--- config.mk ---
export PLATFORM = sky130hd
export DESIGN_NAME = mic_irq_controller
export DESIGN_NICKNAME = d
export VERILOG_FILES = /design/src/hw/mic_pkg.sv /design/src/hw/mic_pin_edge.sv /design/src/hw/mic_stack_mem.sv /design/src/hw/mic_irq_controller.sv
export VERILOG_INCLUDE_DIRS = /design/src /design/src/hw
export SDC_FILE = /design/constraint.sdc
export NUM_CORES = 1
export LEC_CHECK = 0
export ABC_AREA = 1
export BUFFER_PORTS_ARGS = -buffer_cell sky130_fd_sc_hd__buf_2
export CAP_MARGIN = 20
export CELL_PAD_IN_SITES_DETAIL_PLACEMENT = 1
export CELL_PAD_IN_SITES_GLOBAL_PLACEMENT = 1
export CORE_MARGIN = 10
export CORE_UTILIZATION = 38
export CTS_CLUSTER_SIZE = 10
export DETAILED_ROUTE_END_ITERATION = 16
export GPL_ROUTABILITY_DRIVEN = 0
export PLACE_DENSITY_LB_ADDON = 0.1
export SETUP_SLACK_MARGIN = 0.02
export SLEW_MARGIN = 20
export SYNTH_ARGS = -nofsm -noshare
export SYNTH_HDL_FRONTEND = slang
export SYNTH_SLANG_ARGS = --single-unit
--- constraint.sdc ---
create_clock -name clk -period 3.06 [get_ports clk]
set_input_delay 0.306 -clock clk [delete_from_list [all_inputs] [get_ports clk]]
set_output_delay 0.306 -clock clk [all_outputs]
set_load 0.005 [all_outputs]
--- src/hw/mic_regs.svh ---
// register map, field positions, reset values and fixed sizes of the interrupt controller
`ifndef MIC_REGS_SVH
`define MIC_REGS_SVH

// byte addresses on the APB
`define MIC_ADDR_EDGE_SEL 8'h00
`define MIC_ADDR_CTRL_PRI 8'h04
`define MIC_ADDR_CTRL_SEC 8'h08
`define MIC_ADDR_STATUS 8'h0c

// ext_edge_select fields and codes
`define MIC_EDGE_SEL_LSB 0
`define MIC_EDGE_OFF 2'b00
`define MIC_EDGE_RISE 2'b01
`define MIC_EDGE_FALL 2'b10
`define MIC_EDGE_BOTH 2'b11

// irq_control_primary fields
`define MIC_PRI_GLOBAL_EN 0
`define MIC_PRI_PIN_EN 1
`define MIC_PRI_TB_EN 2
`define MIC_PRI_T0_EN 3
`define MIC_PRI_PIN_F 4
`define MIC_PRI_TB_F 5
`define MIC_PRI_T0_F 6

// irq_control_second fields
`define MIC_SEC_T1_EN 0
`define MIC_SEC_CONV_EN 1
`define MIC_SEC_T1_F 4
`define MIC_SEC_CONV_F 5

// status fields
`define MIC_STAT_PIN 0
`define MIC_STAT_FULL 1
`define MIC_STAT_SP_LSB 4

// reset values
`define MIC_RST_EDGE_SEL 2'b00
`define MIC_RST_FLAGS 5'h00
`define MIC_RST_ENABLES 5'h00
`define MIC_RST_GLOBAL_EN 1'b0

// source indices, index 0 is the highest priority
`define MIC_SRC_PIN 0
`define MIC_SRC_T0 1
`define MIC_SRC_TB 2
`define MIC_SRC_T1 3
`define MIC_SRC_CONV 4
`define MIC_NSRC 5

// program counter and call stack sizes
`define MIC_PC_W 12
`define MIC_STACK_DEPTH 4'h8
`define MIC_STACK_AW 3
`define MIC_SP_W 4

// vector addresses
`define MIC_VEC_PIN 12'h004
`define MIC_VEC_T0 12'h008
`define MIC_VEC_TB 12'h00c
`define MIC_VEC_T1 12'h010
`define MIC_VEC_CONV 12'h014

`endif

--- src/hw/mic_pkg.sv ---
// types shared by the interrupt controller files
`default_nettype none
`include "mic_regs.svh"
package mic_pkg;
  typedef logic [`MIC_PC_W-1:0] mic_pc_t;
  typedef logic [`MIC_NSRC-1:0] mic_src_t;
  typedef logic [`MIC_SP_W-1:0] mic_sp_t;
  typedef logic [`MIC_STACK_AW-1:0] mic_saddr_t;
endpackage : mic_pkg
`default_nettype wire

--- src/hw/mic_pin_edge.sv ---
// synchroniser and selectable edge detector for the external request pin
`default_nettype none
`include "mic_regs.svh"
module mic_pin_edge
  import mic_pkg::*;
(
  input wire logic clk,
  input wire logic resetn,
  input wire logic pinAsync,
  input wire logic [1:0] edgeSel,
  output logic pinLevel,
  output logic edgeHit
);
  logic sync1_reg;
  logic sync2_reg;
  logic prev_reg;
  logic edgeHit_next;

  always_ff @(posedge clk or negedge resetn) begin
    if (!resetn) begin
      sync1_reg <= 1'b0;
      sync2_reg <= 1'b0;
      prev_reg <= 1'b0;
    end else begin
      sync1_reg <= pinAsync;
      sync2_reg <= sync1_reg;
      prev_reg <= sync2_reg;
    end
  end

  // bit 0 selects rising, bit 1 falling; 00 leaves both off
  assign edgeHit_next = (edgeSel[0] & sync2_reg & ~prev_reg) | (edgeSel[1] & ~sync2_reg & prev_reg);

  always_ff @(posedge clk or negedge resetn) begin
    if (!resetn) begin
      edgeHit <= 1'b0;
      pinLevel <= 1'b0;
    end else begin
      edgeHit <= edgeHit_next;
      pinLevel <= sync2_reg;
    end
  end
endmodule : mic_pin_edge
`default_nettype wire

--- src/hw/mic_stack_mem.sv ---
// call stack storage with registered read data
`default_nettype none
`include "mic_regs.svh"
module mic_stack_mem
  import mic_pkg::*;
(
  input wire logic clk,
  input wire logic resetn,
  input wire logic wrEn,
  input wire mic_saddr_t wrAddr,
  input wire mic_pc_t wrData,
  input wire logic rdEn,
  input wire mic_saddr_t rdAddr,
  output mic_pc_t rdData
);
  mic_pc_t mem [0:(1 << `MIC_STACK_AW)-1];

  always_ff @(posedge clk) begin
    if (wrEn) begin
      mem[wrAddr] <= wrData;
    end
  end

  always_ff @(posedge clk or negedge resetn) begin
    if (!resetn) begin
      rdData <= '0;
    end else if (rdEn) begin
      rdData <= mem[rdAddr];
    end
  end
endmodule : mic_stack_mem
`default_nettype wire

--- src/hw/mic_irq_controller.sv ---
// vectored interrupt controller with APB registers, call stack and wake-up
//
// Overview of operation
// - edge select off, rise, fall or both
// - selected pin edge sets the pin flag
// - source events set flags regardless of enables
// - jump only when the source enable is high
// - global enable low blocks all vectoring
// - each source has its own vector
// - accept pushes next pc, loads vector
// - return pops saved pc to resume
// - servicing clears the global enable
// - flags still set while vectoring blocked
// - full stack blocks acknowledge until popped
// - simultaneous requests served in fixed priority
// - a flag being set wakes device
// - pin level stays readable while used
// - primary register layout of enables and flags
// - second register holds timer-1 enable, flag
// - converter variant adds converter flag, enable
// - unimplemented bits zero, flags clear at reset
// - servicing clears that source's flag
// - wake-up on any flag rising, enables ignored
//
// Chosen here: the APB register port and the placing of the registers.
`default_nettype none
`include "mic_regs.svh"
module mic_irq_controller
  import mic_pkg::*;
#(
  parameter bit HAS_CONV = 1'b1
) (
  input wire logic clk,
  input wire logic resetn,
  input wire logic psel,
  input wire logic penable,
  input wire logic pwrite,
  input wire logic [7:0] paddr,
  input wire logic [31:0] pwdata,
  output logic [31:0] prdata,
  output logic pready,
  output logic pslverr,
  input wire logic intPin,
  input wire logic timer0Evt,
  input wire logic timebaseEvt,
  input wire logic timer1Evt,
  input wire logic convEvt,
  input wire logic cpuIrqWindow,
  input wire mic_pc_t cpuPc,
  input wire logic cpuPush,
  input wire logic cpuPop,
  input wire logic cpuPopIsReti,
  output logic irqTake,
  output mic_pc_t vectorAddr,
  output logic retValid,
  output mic_pc_t retPc,
  output logic stackFull,
  output logic pinLevel,
  output logic wakeReq
);
  ////////////////////////////////////////////////////////////////////////////////
  // declarations
  localparam mic_src_t IMPL_MASK = {HAS_CONV, 4'hf};
  localparam mic_pc_t VEC_TABLE [`MIC_NSRC] = '{`MIC_VEC_PIN, `MIC_VEC_T0, `MIC_VEC_TB, `MIC_VEC_T1, `MIC_VEC_CONV};

  logic [1:0] edgeSel_reg;
  logic globalEn_reg;
  mic_src_t srcEn_reg;
  mic_src_t srcFlag_reg;
  mic_src_t srcFlag_next;
  mic_sp_t sp_reg;
  logic pinEdge;
  mic_src_t evtVec;
  mic_src_t pending;
  mic_src_t winner;
  mic_pc_t winVector;
  logic takeNow;
  logic pushNow;
  logic popNow;
  logic apbWrite;
  logic apbSetup;
  logic wrEdge;
  logic wrPri;
  logic wrSec;
  logic addrMapped;
  logic [7:0] priView;
  logic [7:0] secView;
  logic [7:0] statView;
  mic_sp_t spMinus1;

  ////////////////////////////////////////////////////////////////////////////////
  // external pin
  // edge select decoding
  mic_pin_edge u_pin_edge (
    .clk(clk),
    .resetn(resetn),
    .pinAsync(intPin),
    .edgeSel(edgeSel_reg),
    .pinLevel(pinLevel),
    .edgeHit(pinEdge)
  );

  ////////////////////////////////////////////////////////////////////////////////
  // apb decode
  assign pready = 1'b1;
  assign apbWrite = psel & penable & pwrite;
  assign apbSetup = psel & ~penable;
  assign addrMapped = (paddr == `MIC_ADDR_EDGE_SEL) || (paddr == `MIC_ADDR_CTRL_PRI) ||
                      (paddr == `MIC_ADDR_CTRL_SEC) || (paddr == `MIC_ADDR_STATUS);
  assign pslverr = psel & penable & ~addrMapped;
  assign wrEdge = apbWrite & (paddr == `MIC_ADDR_EDGE_SEL);
  assign wrPri = apbWrite & (paddr == `MIC_ADDR_CTRL_PRI);
  assign wrSec = apbWrite & (paddr == `MIC_ADDR_CTRL_SEC);

  always_comb begin
    priView = 8'h00;
    priView[`MIC_PRI_GLOBAL_EN] = globalEn_reg;
    priView[`MIC_PRI_PIN_EN] = srcEn_reg[`MIC_SRC_PIN];
    priView[`MIC_PRI_TB_EN] = srcEn_reg[`MIC_SRC_TB];
    priView[`MIC_PRI_T0_EN] = srcEn_reg[`MIC_SRC_T0];
    priView[`MIC_PRI_PIN_F] = srcFlag_reg[`MIC_SRC_PIN];
    priView[`MIC_PRI_TB_F] = srcFlag_reg[`MIC_SRC_TB];
    priView[`MIC_PRI_T0_F] = srcFlag_reg[`MIC_SRC_T0];
  end

  // converter bits on that variant only
  always_comb begin
    secView = 8'h00;
    secView[`MIC_SEC_T1_EN] = srcEn_reg[`MIC_SRC_T1];
    secView[`MIC_SEC_T1_F] = srcFlag_reg[`MIC_SRC_T1];
    secView[`MIC_SEC_CONV_EN] = srcEn_reg[`MIC_SRC_CONV] & HAS_CONV;
    secView[`MIC_SEC_CONV_F] = srcFlag_reg[`MIC_SRC_CONV] & HAS_CONV;
  end

  always_comb begin
    statView = 8'h00;
    statView[`MIC_STAT_PIN] = pinLevel;
    statView[`MIC_STAT_FULL] = stackFull;
    statView[`MIC_STAT_SP_LSB +: `MIC_SP_W] = sp_reg;
  end

  // data is captured in the setup cycle so the access phase needs no wait state
  always_ff @(posedge clk or negedge resetn) begin
    if (!resetn) begin
      prdata <= 32'h0000_0000;
    end else if (apbSetup && !pwrite) begin
      unique case (paddr)
        `MIC_ADDR_EDGE_SEL: prdata <= {30'h0, edgeSel_reg};
        `MIC_ADDR_CTRL_PRI: prdata <= {24'h00_0000, priView};
        `MIC_ADDR_CTRL_SEC: prdata <= {24'h00_0000, secView};
        `MIC_ADDR_STATUS: prdata <= {24'h00_0000, statView};
        default: prdata <= 32'h0000_0000;
      endcase
    end
  end

  ////////////////////////////////////////////////////////////////////////////////
  // configuration registers
  always_ff @(posedge clk or negedge resetn) begin
    if (!resetn) begin
      edgeSel_reg <= `MIC_RST_EDGE_SEL;
    end else if (wrEdge) begin
      edgeSel_reg <= pwdata[`MIC_EDGE_SEL_LSB +: 2];
    end
  end

  always_ff @(posedge clk or negedge resetn) begin
    if (!resetn) begin
      srcEn_reg <= `MIC_RST_ENABLES;
    end else begin
      if (wrPri) begin
        srcEn_reg[`MIC_SRC_PIN] <= pwdata[`MIC_PRI_PIN_EN];
        srcEn_reg[`MIC_SRC_TB] <= pwdata[`MIC_PRI_TB_EN];
        srcEn_reg[`MIC_SRC_T0] <= pwdata[`MIC_PRI_T0_EN];
      end
      if (wrSec) begin
        srcEn_reg[`MIC_SRC_T1] <= pwdata[`MIC_SEC_T1_EN];
        srcEn_reg[`MIC_SRC_CONV] <= pwdata[`MIC_SEC_CONV_EN] & HAS_CONV;
      end
    end
  end

  ////////////////////////////////////////////////////////////////////////////////
  // arbitration
  // raw events, enables not consulted
  assign evtVec = {convEvt & HAS_CONV, timer1Evt, timebaseEvt, timer0Evt, pinEdge};

  assign pending = srcFlag_reg & srcEn_reg & IMPL_MASK;

  assign winner = pending & (~pending + 5'h01);

  always_comb begin
    winVector = '0;
    for (int i = 0; i < `MIC_NSRC; i++) begin
      if (winner[i]) begin
        winVector = winVector | VEC_TABLE[i];
      end
    end
  end

  assign takeNow = cpuIrqWindow & globalEn_reg & (|pending) & ~stackFull & ~cpuPush & ~cpuPop;

  ////////////////////////////////////////////////////////////////////////////////
  // request flags
  // software writes land directly
  // serviced flag cleared, new event wins
  always_comb begin
    srcFlag_next = srcFlag_reg;
    if (wrPri) begin
      srcFlag_next[`MIC_SRC_PIN] = pwdata[`MIC_PRI_PIN_F];
      srcFlag_next[`MIC_SRC_TB] = pwdata[`MIC_PRI_TB_F];
      srcFlag_next[`MIC_SRC_T0] = pwdata[`MIC_PRI_T0_F];
    end
    if (wrSec) begin
      srcFlag_next[`MIC_SRC_T1] = pwdata[`MIC_SEC_T1_F];
      srcFlag_next[`MIC_SRC_CONV] = pwdata[`MIC_SEC_CONV_F];
    end
    if (takeNow) begin
      srcFlag_next = srcFlag_next & ~winner;
    end
    srcFlag_next = (srcFlag_next | evtVec) & IMPL_MASK;
  end

  always_ff @(posedge clk or negedge resetn) begin
    if (!resetn) begin
      srcFlag_reg <= `MIC_RST_FLAGS;
    end else begin
      srcFlag_reg <= srcFlag_next;
    end
  end

  // wake on a flag being set
  always_ff @(posedge clk or negedge resetn) begin
    if (!resetn) begin
      wakeReq <= 1'b0;
    end else begin
      wakeReq <= |(srcFlag_next & ~srcFlag_reg);
    end
  end

  ////////////////////////////////////////////////////////////////////////////////
  // global enable
  // cleared on service, set by a return that is a reti
  always_ff @(posedge clk or negedge resetn) begin
    if (!resetn) begin
      globalEn_reg <= `MIC_RST_GLOBAL_EN;
    end else begin
      if (wrPri) begin
        globalEn_reg <= pwdata[`MIC_PRI_GLOBAL_EN];
      end
      if (takeNow) begin
        globalEn_reg <= 1'b0;
      end
      if (popNow && cpuPopIsReti) begin
        globalEn_reg <= 1'b1;
      end
    end
  end

  ////////////////////////////////////////////////////////////////////////////////
  // call stack
  // a pop in the same cycle as a call push wins; the core never issues both
  assign stackFull = (sp_reg == `MIC_STACK_DEPTH);
  assign popNow = cpuPop & (sp_reg != '0);
  assign pushNow = takeNow | (cpuPush & ~cpuPop & ~stackFull);
  assign spMinus1 = sp_reg - 4'h1;

  always_ff @(posedge clk or negedge resetn) begin
    if (!resetn) begin
      sp_reg <= '0;
    end else if (popNow) begin
      sp_reg <= spMinus1;
    end else if (pushNow) begin
      sp_reg <= sp_reg + 4'h1;
    end
  end

  mic_stack_mem u_stack_mem (
    .clk(clk),
    .resetn(resetn),
    .wrEn(pushNow),
    .wrAddr(sp_reg[`MIC_STACK_AW-1:0]),
    .wrData(cpuPc),
    .rdEn(popNow),
    .rdAddr(spMinus1[`MIC_STACK_AW-1:0]),
    .rdData(retPc)
  );

  always_ff @(posedge clk or negedge resetn) begin
    if (!resetn) begin
      retValid <= 1'b0;
    end else begin
      retValid <= popNow;
    end
  end

  // vector loaded with the take pulse
  always_ff @(posedge clk or negedge resetn) begin
    if (!resetn) begin
      irqTake <= 1'b0;
      vectorAddr <= '0;
    end else begin
      irqTake <= takeNow;
      if (takeNow) begin
        vectorAddr <= winVector;
      end
    end
  end

  ////////////////////////////////////////////////////////////////////////////////
  // checks
  chk_take_needs_global: assert property (@(posedge clk) disable iff (!resetn)
    irqTake |-> $past(globalEn_reg) && !globalEn_reg)
    else $error("vector taken while global enable was low");

  chk_take_needs_enable: assert property (@(posedge clk) disable iff (!resetn)
    takeNow |-> $onehot(winner) && ((winner & ~srcEn_reg) == '0))
    else $error("vector taken with no enabled flag");

  chk_full_blocks_take: assert property (@(posedge clk) disable iff (!resetn)
    stackFull && !cpuPop |=> !irqTake && stackFull)
    else $error("request acknowledged with full stack");

  chk_vector_priority: assert property (@(posedge clk) disable iff (!resetn)
    takeNow && pending[`MIC_SRC_PIN] |=> vectorAddr == `MIC_VEC_PIN)
    else $error("pin request lost priority");

  chk_timer0_over_tb: assert property (@(posedge clk) disable iff (!resetn)
    takeNow && pending[`MIC_SRC_T0] && !pending[`MIC_SRC_PIN] |=> vectorAddr == `MIC_VEC_T0)
    else $error("timer0 request lost priority");

  chk_flag_auto_clear: assert property (@(posedge clk) disable iff (!resetn)
    takeNow && !apbWrite && ((winner & evtVec) == '0) |=> (srcFlag_reg & $past(winner)) == '0)
    else $error("serviced flag not cleared");

  chk_event_sets_flag: assert property (@(posedge clk) disable iff (!resetn)
    (timer0Evt && !wrPri) |=> srcFlag_reg[`MIC_SRC_T0])
    else $error("timer0 event did not set its flag");

  chk_wake_on_rise: assert property (@(posedge clk) disable iff (!resetn)
    (srcFlag_reg & ~$past(srcFlag_reg)) != '0 |-> wakeReq)
    else $error("flag rose without wake-up");

  chk_push_on_take: assert property (@(posedge clk) disable iff (!resetn)
    takeNow |=> sp_reg == $past(sp_reg) + 4'h1 ##1 1'b1)
    else $error("stack pointer did not advance on take");

  chk_reti_restores: assert property (@(posedge clk) disable iff (!resetn)
    popNow && cpuPopIsReti && !wrPri |=> retValid && globalEn_reg)
    else $error("return did not resume with global enable");
endmodule : mic_irq_controller
`default_nettype wire

## Word level (Yosys, flattened, before mapping)

Memories as Yosys holds them, arrays and structs flattened. A register that Yosys moved wholly into a read port is not among the register bits.
Index checks and enable logic that the tools add are counted.

- RAM bits: 96
- Memories: 1
- Register bits: 68
- Output and inout bits: 63
- Input bits: 66

Memories:

| name | depth | bits a word | rd ports | clocked after Yosys merged registers in | wr ports | RTL line | RTL |
|---|---|---|---|---|---|---|---|
| u_stack_mem.mem | 8 | 12 | 1 | 1 | 1 | mic_stack_mem.sv:16 | `` mic_pc_t mem [0:(1 << `MIC_STACK_AW)-1]; `` |

- Equality and inequality tests: 4
- Add/sub/neg operators: 3
- Mux-type cells: 16
- Reductions and logical operators: 13
- Bitwise gates (word level): 36

Operator list:

| operator | count |
|---|---|
| $pmux 8 s4 | 1 |
| $and 5x5->5 | 4 |
| $and 1x1->1 | 19 |
| $eq 8x4->1 const B | 2 |
| $mux 4 | 4 |
| $mux 5 | 3 |
| $not 5->5 | 3 |
| $reduce_or 5->1 | 2 |
| $eq 8x3->1 const B | 1 |
| $logic_not 8->1 | 1 |
| $not 1->1 | 7 |
| $mux 3 | 2 |
| $add 5x1->5 const B | 1 |
| $mux 1 | 5 |
| $or 5x5->5 | 1 |
| $add 4x1->4 const B | 1 |
| $eq 4x4->1 const B | 1 |
| $reduce_bool 4->1 | 1 |
| $sub 4x1->4 const B | 1 |
| $logic_or 1x1->1 | 3 |
| $reduce_bool 3->1 | 1 |
| $logic_and 1x1->1 | 2 |
| $logic_not 1->1 | 2 |
| $mux 2 | 1 |
| other kinds (2) | 3 |

## Logic depth before layout (Yosys ltp)

- Depth in word-level cells: 10
- Depth in mapped cells: 16
- Mapped depth without buffers: 14

## Cells and area by module

From an unflattened synthesis, not the netlist that was laid out.

- Cells, all modules: 715
- Area total of the unflattened synthesis: 6742.7 µm²

Modules (own cells, without submodules):

| module | instances | cells an instance | area each (µm²) | seq. area each (µm²) |
|---|---|---|---|---|
| mic_stack_mem | 1 | 436 | 4538.1 | 3183.1 |
| mic_irq_controller | 1 | 270 | 2083.2 | 775.7 |
| mic_pin_edge | 1 | 9 | 121.4 | 100.1 |

## Worst setup path before layout

No wires, ideal clock.

- Path kind: register to register
- From: register sp_reg[0]
- To: memory u_stack_mem.mem[0][0] (netlist bit) (enable)
- Cell stages (with the launch flop): 12
- Period minus slack after synthesis: 2.865 ns
- Slack: 0.195 ns
- Arrival: 2.469 ns
- Path buffers: 2
- Cells stage by stage: dfrtp_1 buf_2 inv_2 buf_2 ha_1 nand3_4 nand2_4 nor2_8 nand2_8 o21ai_4 nand2_2 nor3_1

- Cells in the longest elaborated chain, start to end: 8

Ends and longest elaborated chain:

| element | RTL line | RTL |
|---|---|---|
| start: declaration | mic_irq_controller.sv:71 | `mic_sp_t sp_reg;` |
| start signal: assignment | mic_irq_controller.sv:272 | `sp_reg <= spMinus1;` |
| start signal: assignment | mic_irq_controller.sv:274 | `sp_reg <= sp_reg + 4'h1;` |
| $eq 4x4->1 (no source line) | - |  |
| $not 1->1 | mic_irq_controller.sv:201, mic_irq_controller.sv:265 |  |
| $and 1x1->1 (3 in series) | mic_irq_controller.sv:201 | `assign takeNow = cpuIrqWindow & globalEn_reg & (\|pending) & ~stackFull & ~cpuPush & ~cpuPop;` |
| $or 1x1->1 | mic_irq_controller.sv:265 | `assign pushNow = takeNow \| (cpuPush & ~cpuPop & ~stackFull);` |
| $mux 1 | mic_stack_mem.sv:19 | `if (wrEn) begin` |
| $mux 1 (not written as such) | mic_stack_mem.sv:20 | `mem[wrAddr] <= wrData;` |
| end: declaration | mic_stack_mem.sv:16 |  |

Several ways; a longest one is shown, not always the timed one.

## Worst setup path in the final report

- From: register sp_reg[1]
- To: memory u_stack_mem.mem[1][11] (netlist bit) (enable)

The elaborated chain is that of the path after synthesis.

==> metrics.cfg <==
[run_status]
outcome=finished clean

[placement]
dp_hpwl_um=11600
numPortBuffers=69

[clock_network]
cts.path.max_buffers=2
postCtsSetupBuffers=0
clk_pin_slew_ns=0.06
worst_skew_pair.late_latency_ns=0.43
clockRootBuffer=clkbuf_16
clock_sinks=143
cts_tree=yes
cts_buffers=17
h-tree-depth=4

[sta]
slew_violations=0
worst_pin_slew_ns=0.669
rsz0062_at_grt=false
timing.fmax_mhz=426
hold_violations=0
period_minus_slack_ns=2.35
finalSetupViolations=0
tns_ns=0
period_share_pct=76.8
skew_ns=0.00999
slew_headroom_pct=55.0

[layout]
syn_to_final_growth_pct=17.9
nets=746
largest_reg_flops=96
largest_registers=u_stack_mem.mem (96), u_stack_mem.rdData (12), prdata (8)
drive_above_1_share_pct=21.7
largest-register=u_stack_mem.mem

[synth]
ys_warn_count=0
ys_seq_area_share_pct=64.1
synth_seq_cells=143
avgSynthCellArea_um2=10.7
netlist_area_mm2=0.00633
synth.distinct_cells=37
synth_cells=590

[setup_path]
path_class=register to register
cp.arrival_ns=2.46
cp_max_fo=12
cp_slowest_cell=dfrtp_1
start_kind=register
critPathMaxStageDelay_ns=0.46
end_kind=register
crit_chain=inv_1, ha_1, nand3_4, nand2_4, nor2_8, nand2_8, o21ai_4, nand2_2, nor3_2, buf_4
cp.required_ns=3.17

[drt]
drc=0
viasPerCell=4.87
drtPass1Iterations=6
antenna_left=0
vias=4440
wl_per_cell_um=18.7
drt_iter0_drc=234
drt-total-wl_um=17100

[floorplan]
io_pins=129
core-area_mm2=0.0165
start_util_pct=38.5
num_rows=47
die_width_um=149
dieArea_mm2=0.0222
die_y_um=149

[power]
power_leakage_nw=3.24
finalPower_w=0.00635
p_per_area_mw_per_mm2=851
vdd_drop_max_v=0.000448

[global_routing]
grt_first_pass_wirelength_um=27200
antenna_found_initial=1
grt_pass1_vias=4852
grt_max_degree=53
grt_overflow=0
grt.total_usage_pct=16.0

[hold_path]
hold_class=primary input to register

[job]
maxCapViolations=0

layout make-up:
type | instances | area (um2)
Clock buffer | 21 | 450
Timing Repair Buffer | 91 | 515
Clock inverter | 11 | 106
Antenna cell | 1 | 2.50
Fill cell | 1849 | 9000
Inverter | 36 | 143
Sequential cell | 143 | 4060
Multi-Input combinational cell | 389 | 1910
Tap cell | 220 | 275
routing by layer:
layer	up-vias	GRT usage, %	part of all wire, %
met1	2192	18.9	44
met4	0	5.05	1.5
met5	-	0	0
li1	2124	-	-
met3	18	5.13	6.1
met2	106	27.2	49
where the power goes:
part / switching [W] / total, W / leakage [nW] / internal, W
combinational: 0.00133 / 0.00198 / 1.52 / 0.000643
clock: 0.000814 / 0.00196 / 0.265 / 0.00115
sequential: 0.000127 / 0.00242 / 1.45 / 0.00229
total: 0.00228 / 0.00635 / 3.24 / 0.00408
critical path: cells and delay by family, from the launching register on:
kind                     cells  cell delay (ns)
AO/OA/AOI/OAI                1             0.14
adder cells (fa/ha/maj)      1             0.29
flip-flops                   1             0.46
buffers and inverters        2             0.43
AND/OR/NAND/NOR              6             0.72
cells by family (layout without fill, tap and decap cells):
group | after synthesis | in the layout | share of synthesized area [%]
other | 2 | 35 | 0.119
adders and majority gates | 2 | 2 | 0.395
and+or+nand+nor | 253 | 253 | 18.0
buffers and inverters | 90 | 159 | 7.75
xor gates and xnor gates | 4 | 4 | 0.672
AOI/OAI and AO/OA | 94 | 94 | 8.60
DFF | 143 | 143 | 64.1
muxes | 2 | 2 | 0.356
final timing paths:
kind / to / cells past startpoint / slack (ns) / from
hold / removal: srcFlag_reg[2] / 3 / 0.10 / timebaseEvt
setup / recovery: u_stack_mem.mem[1][11] / 10 / 0.71 / sp_reg[1]
min in group asynchronous: u_stack_mem.rdData[1] / 2 / 0.45 / resetn
hold reg to reg: u_pin_edge.sync2_reg / 0 / 0.37 / u_pin_edge.sync1_reg
setup reg to reg: u_stack_mem.mem[1][11] / 10 / 0.71 / sp_reg[1]
max in group asynchronous: srcFlag_reg[4] / 3 / 1.82 / resetn
cells in the mapped netlist (all sizes together):
cell	instances	area [um2]
nand3	33	183
inv	35	139
nor2	53	238
a21oi	23	115
conb	2	7.51
nand4	3	18.8
o21ai	47	258
dfrtp	47	1180
o22ai	15	93.8
mux2	2	22.5
o31ai	1	7.51
clkinv	1	3.75
o311ai	8	70.1
ha	2	25.0
nand2	158	654
clkbuf	12	45.0
nor4	2	27.5
edfxtp	96	2880
nor3	4	20.0
xor2	4	42.6
buf	42	303
metrics by stage:
step	hold slack, ns	area [um2]	instances	utilization, %	setup slack (ns)
5_1_grt	0.0891	7460	911	45.3	0.546
4_1_cts	0.0895	7460	911	45.3	0.705
2_1_floorplan	0.0104	6450	622	-	0.195
6_report	0.100	7460	912	45.3	0.711
3_3_place_gp	0.335	6890	877	41.8	0.776
3_5_place_dp	0.349	6890	877	41.8	0.708
layout by cell type, fill, tap and decap left out, types with 4 or more instances in the layout:
cell type | synthesis | final
conb_1 | 2 | 34
inv_1 | 30 | 30
clkbuf_16 | 0 | 17
edfxtp_1 | 96 | 96
o22ai_1 | 15 | 15
buf_4 | 35 | 20
inv_6 | 0 | 4
o21ai_0 | 43 | 43
nor2_1 | 49 | 49
nand3_1 | 31 | 31
o311ai_1 | 8 | 8
nand2_2 | 9 | 9
buf_2 | 5 | 69
dfrtp_1 | 47 | 47
nand2_1 | 145 | 145
a21oi_1 | 23 | 23
repair_timing:
item	in CTS	in global routing
hold buffers	2	0
gates resized for setup	0	0
endpoints found under the hold margin	24	0
(Power assumes the default switching activity.)
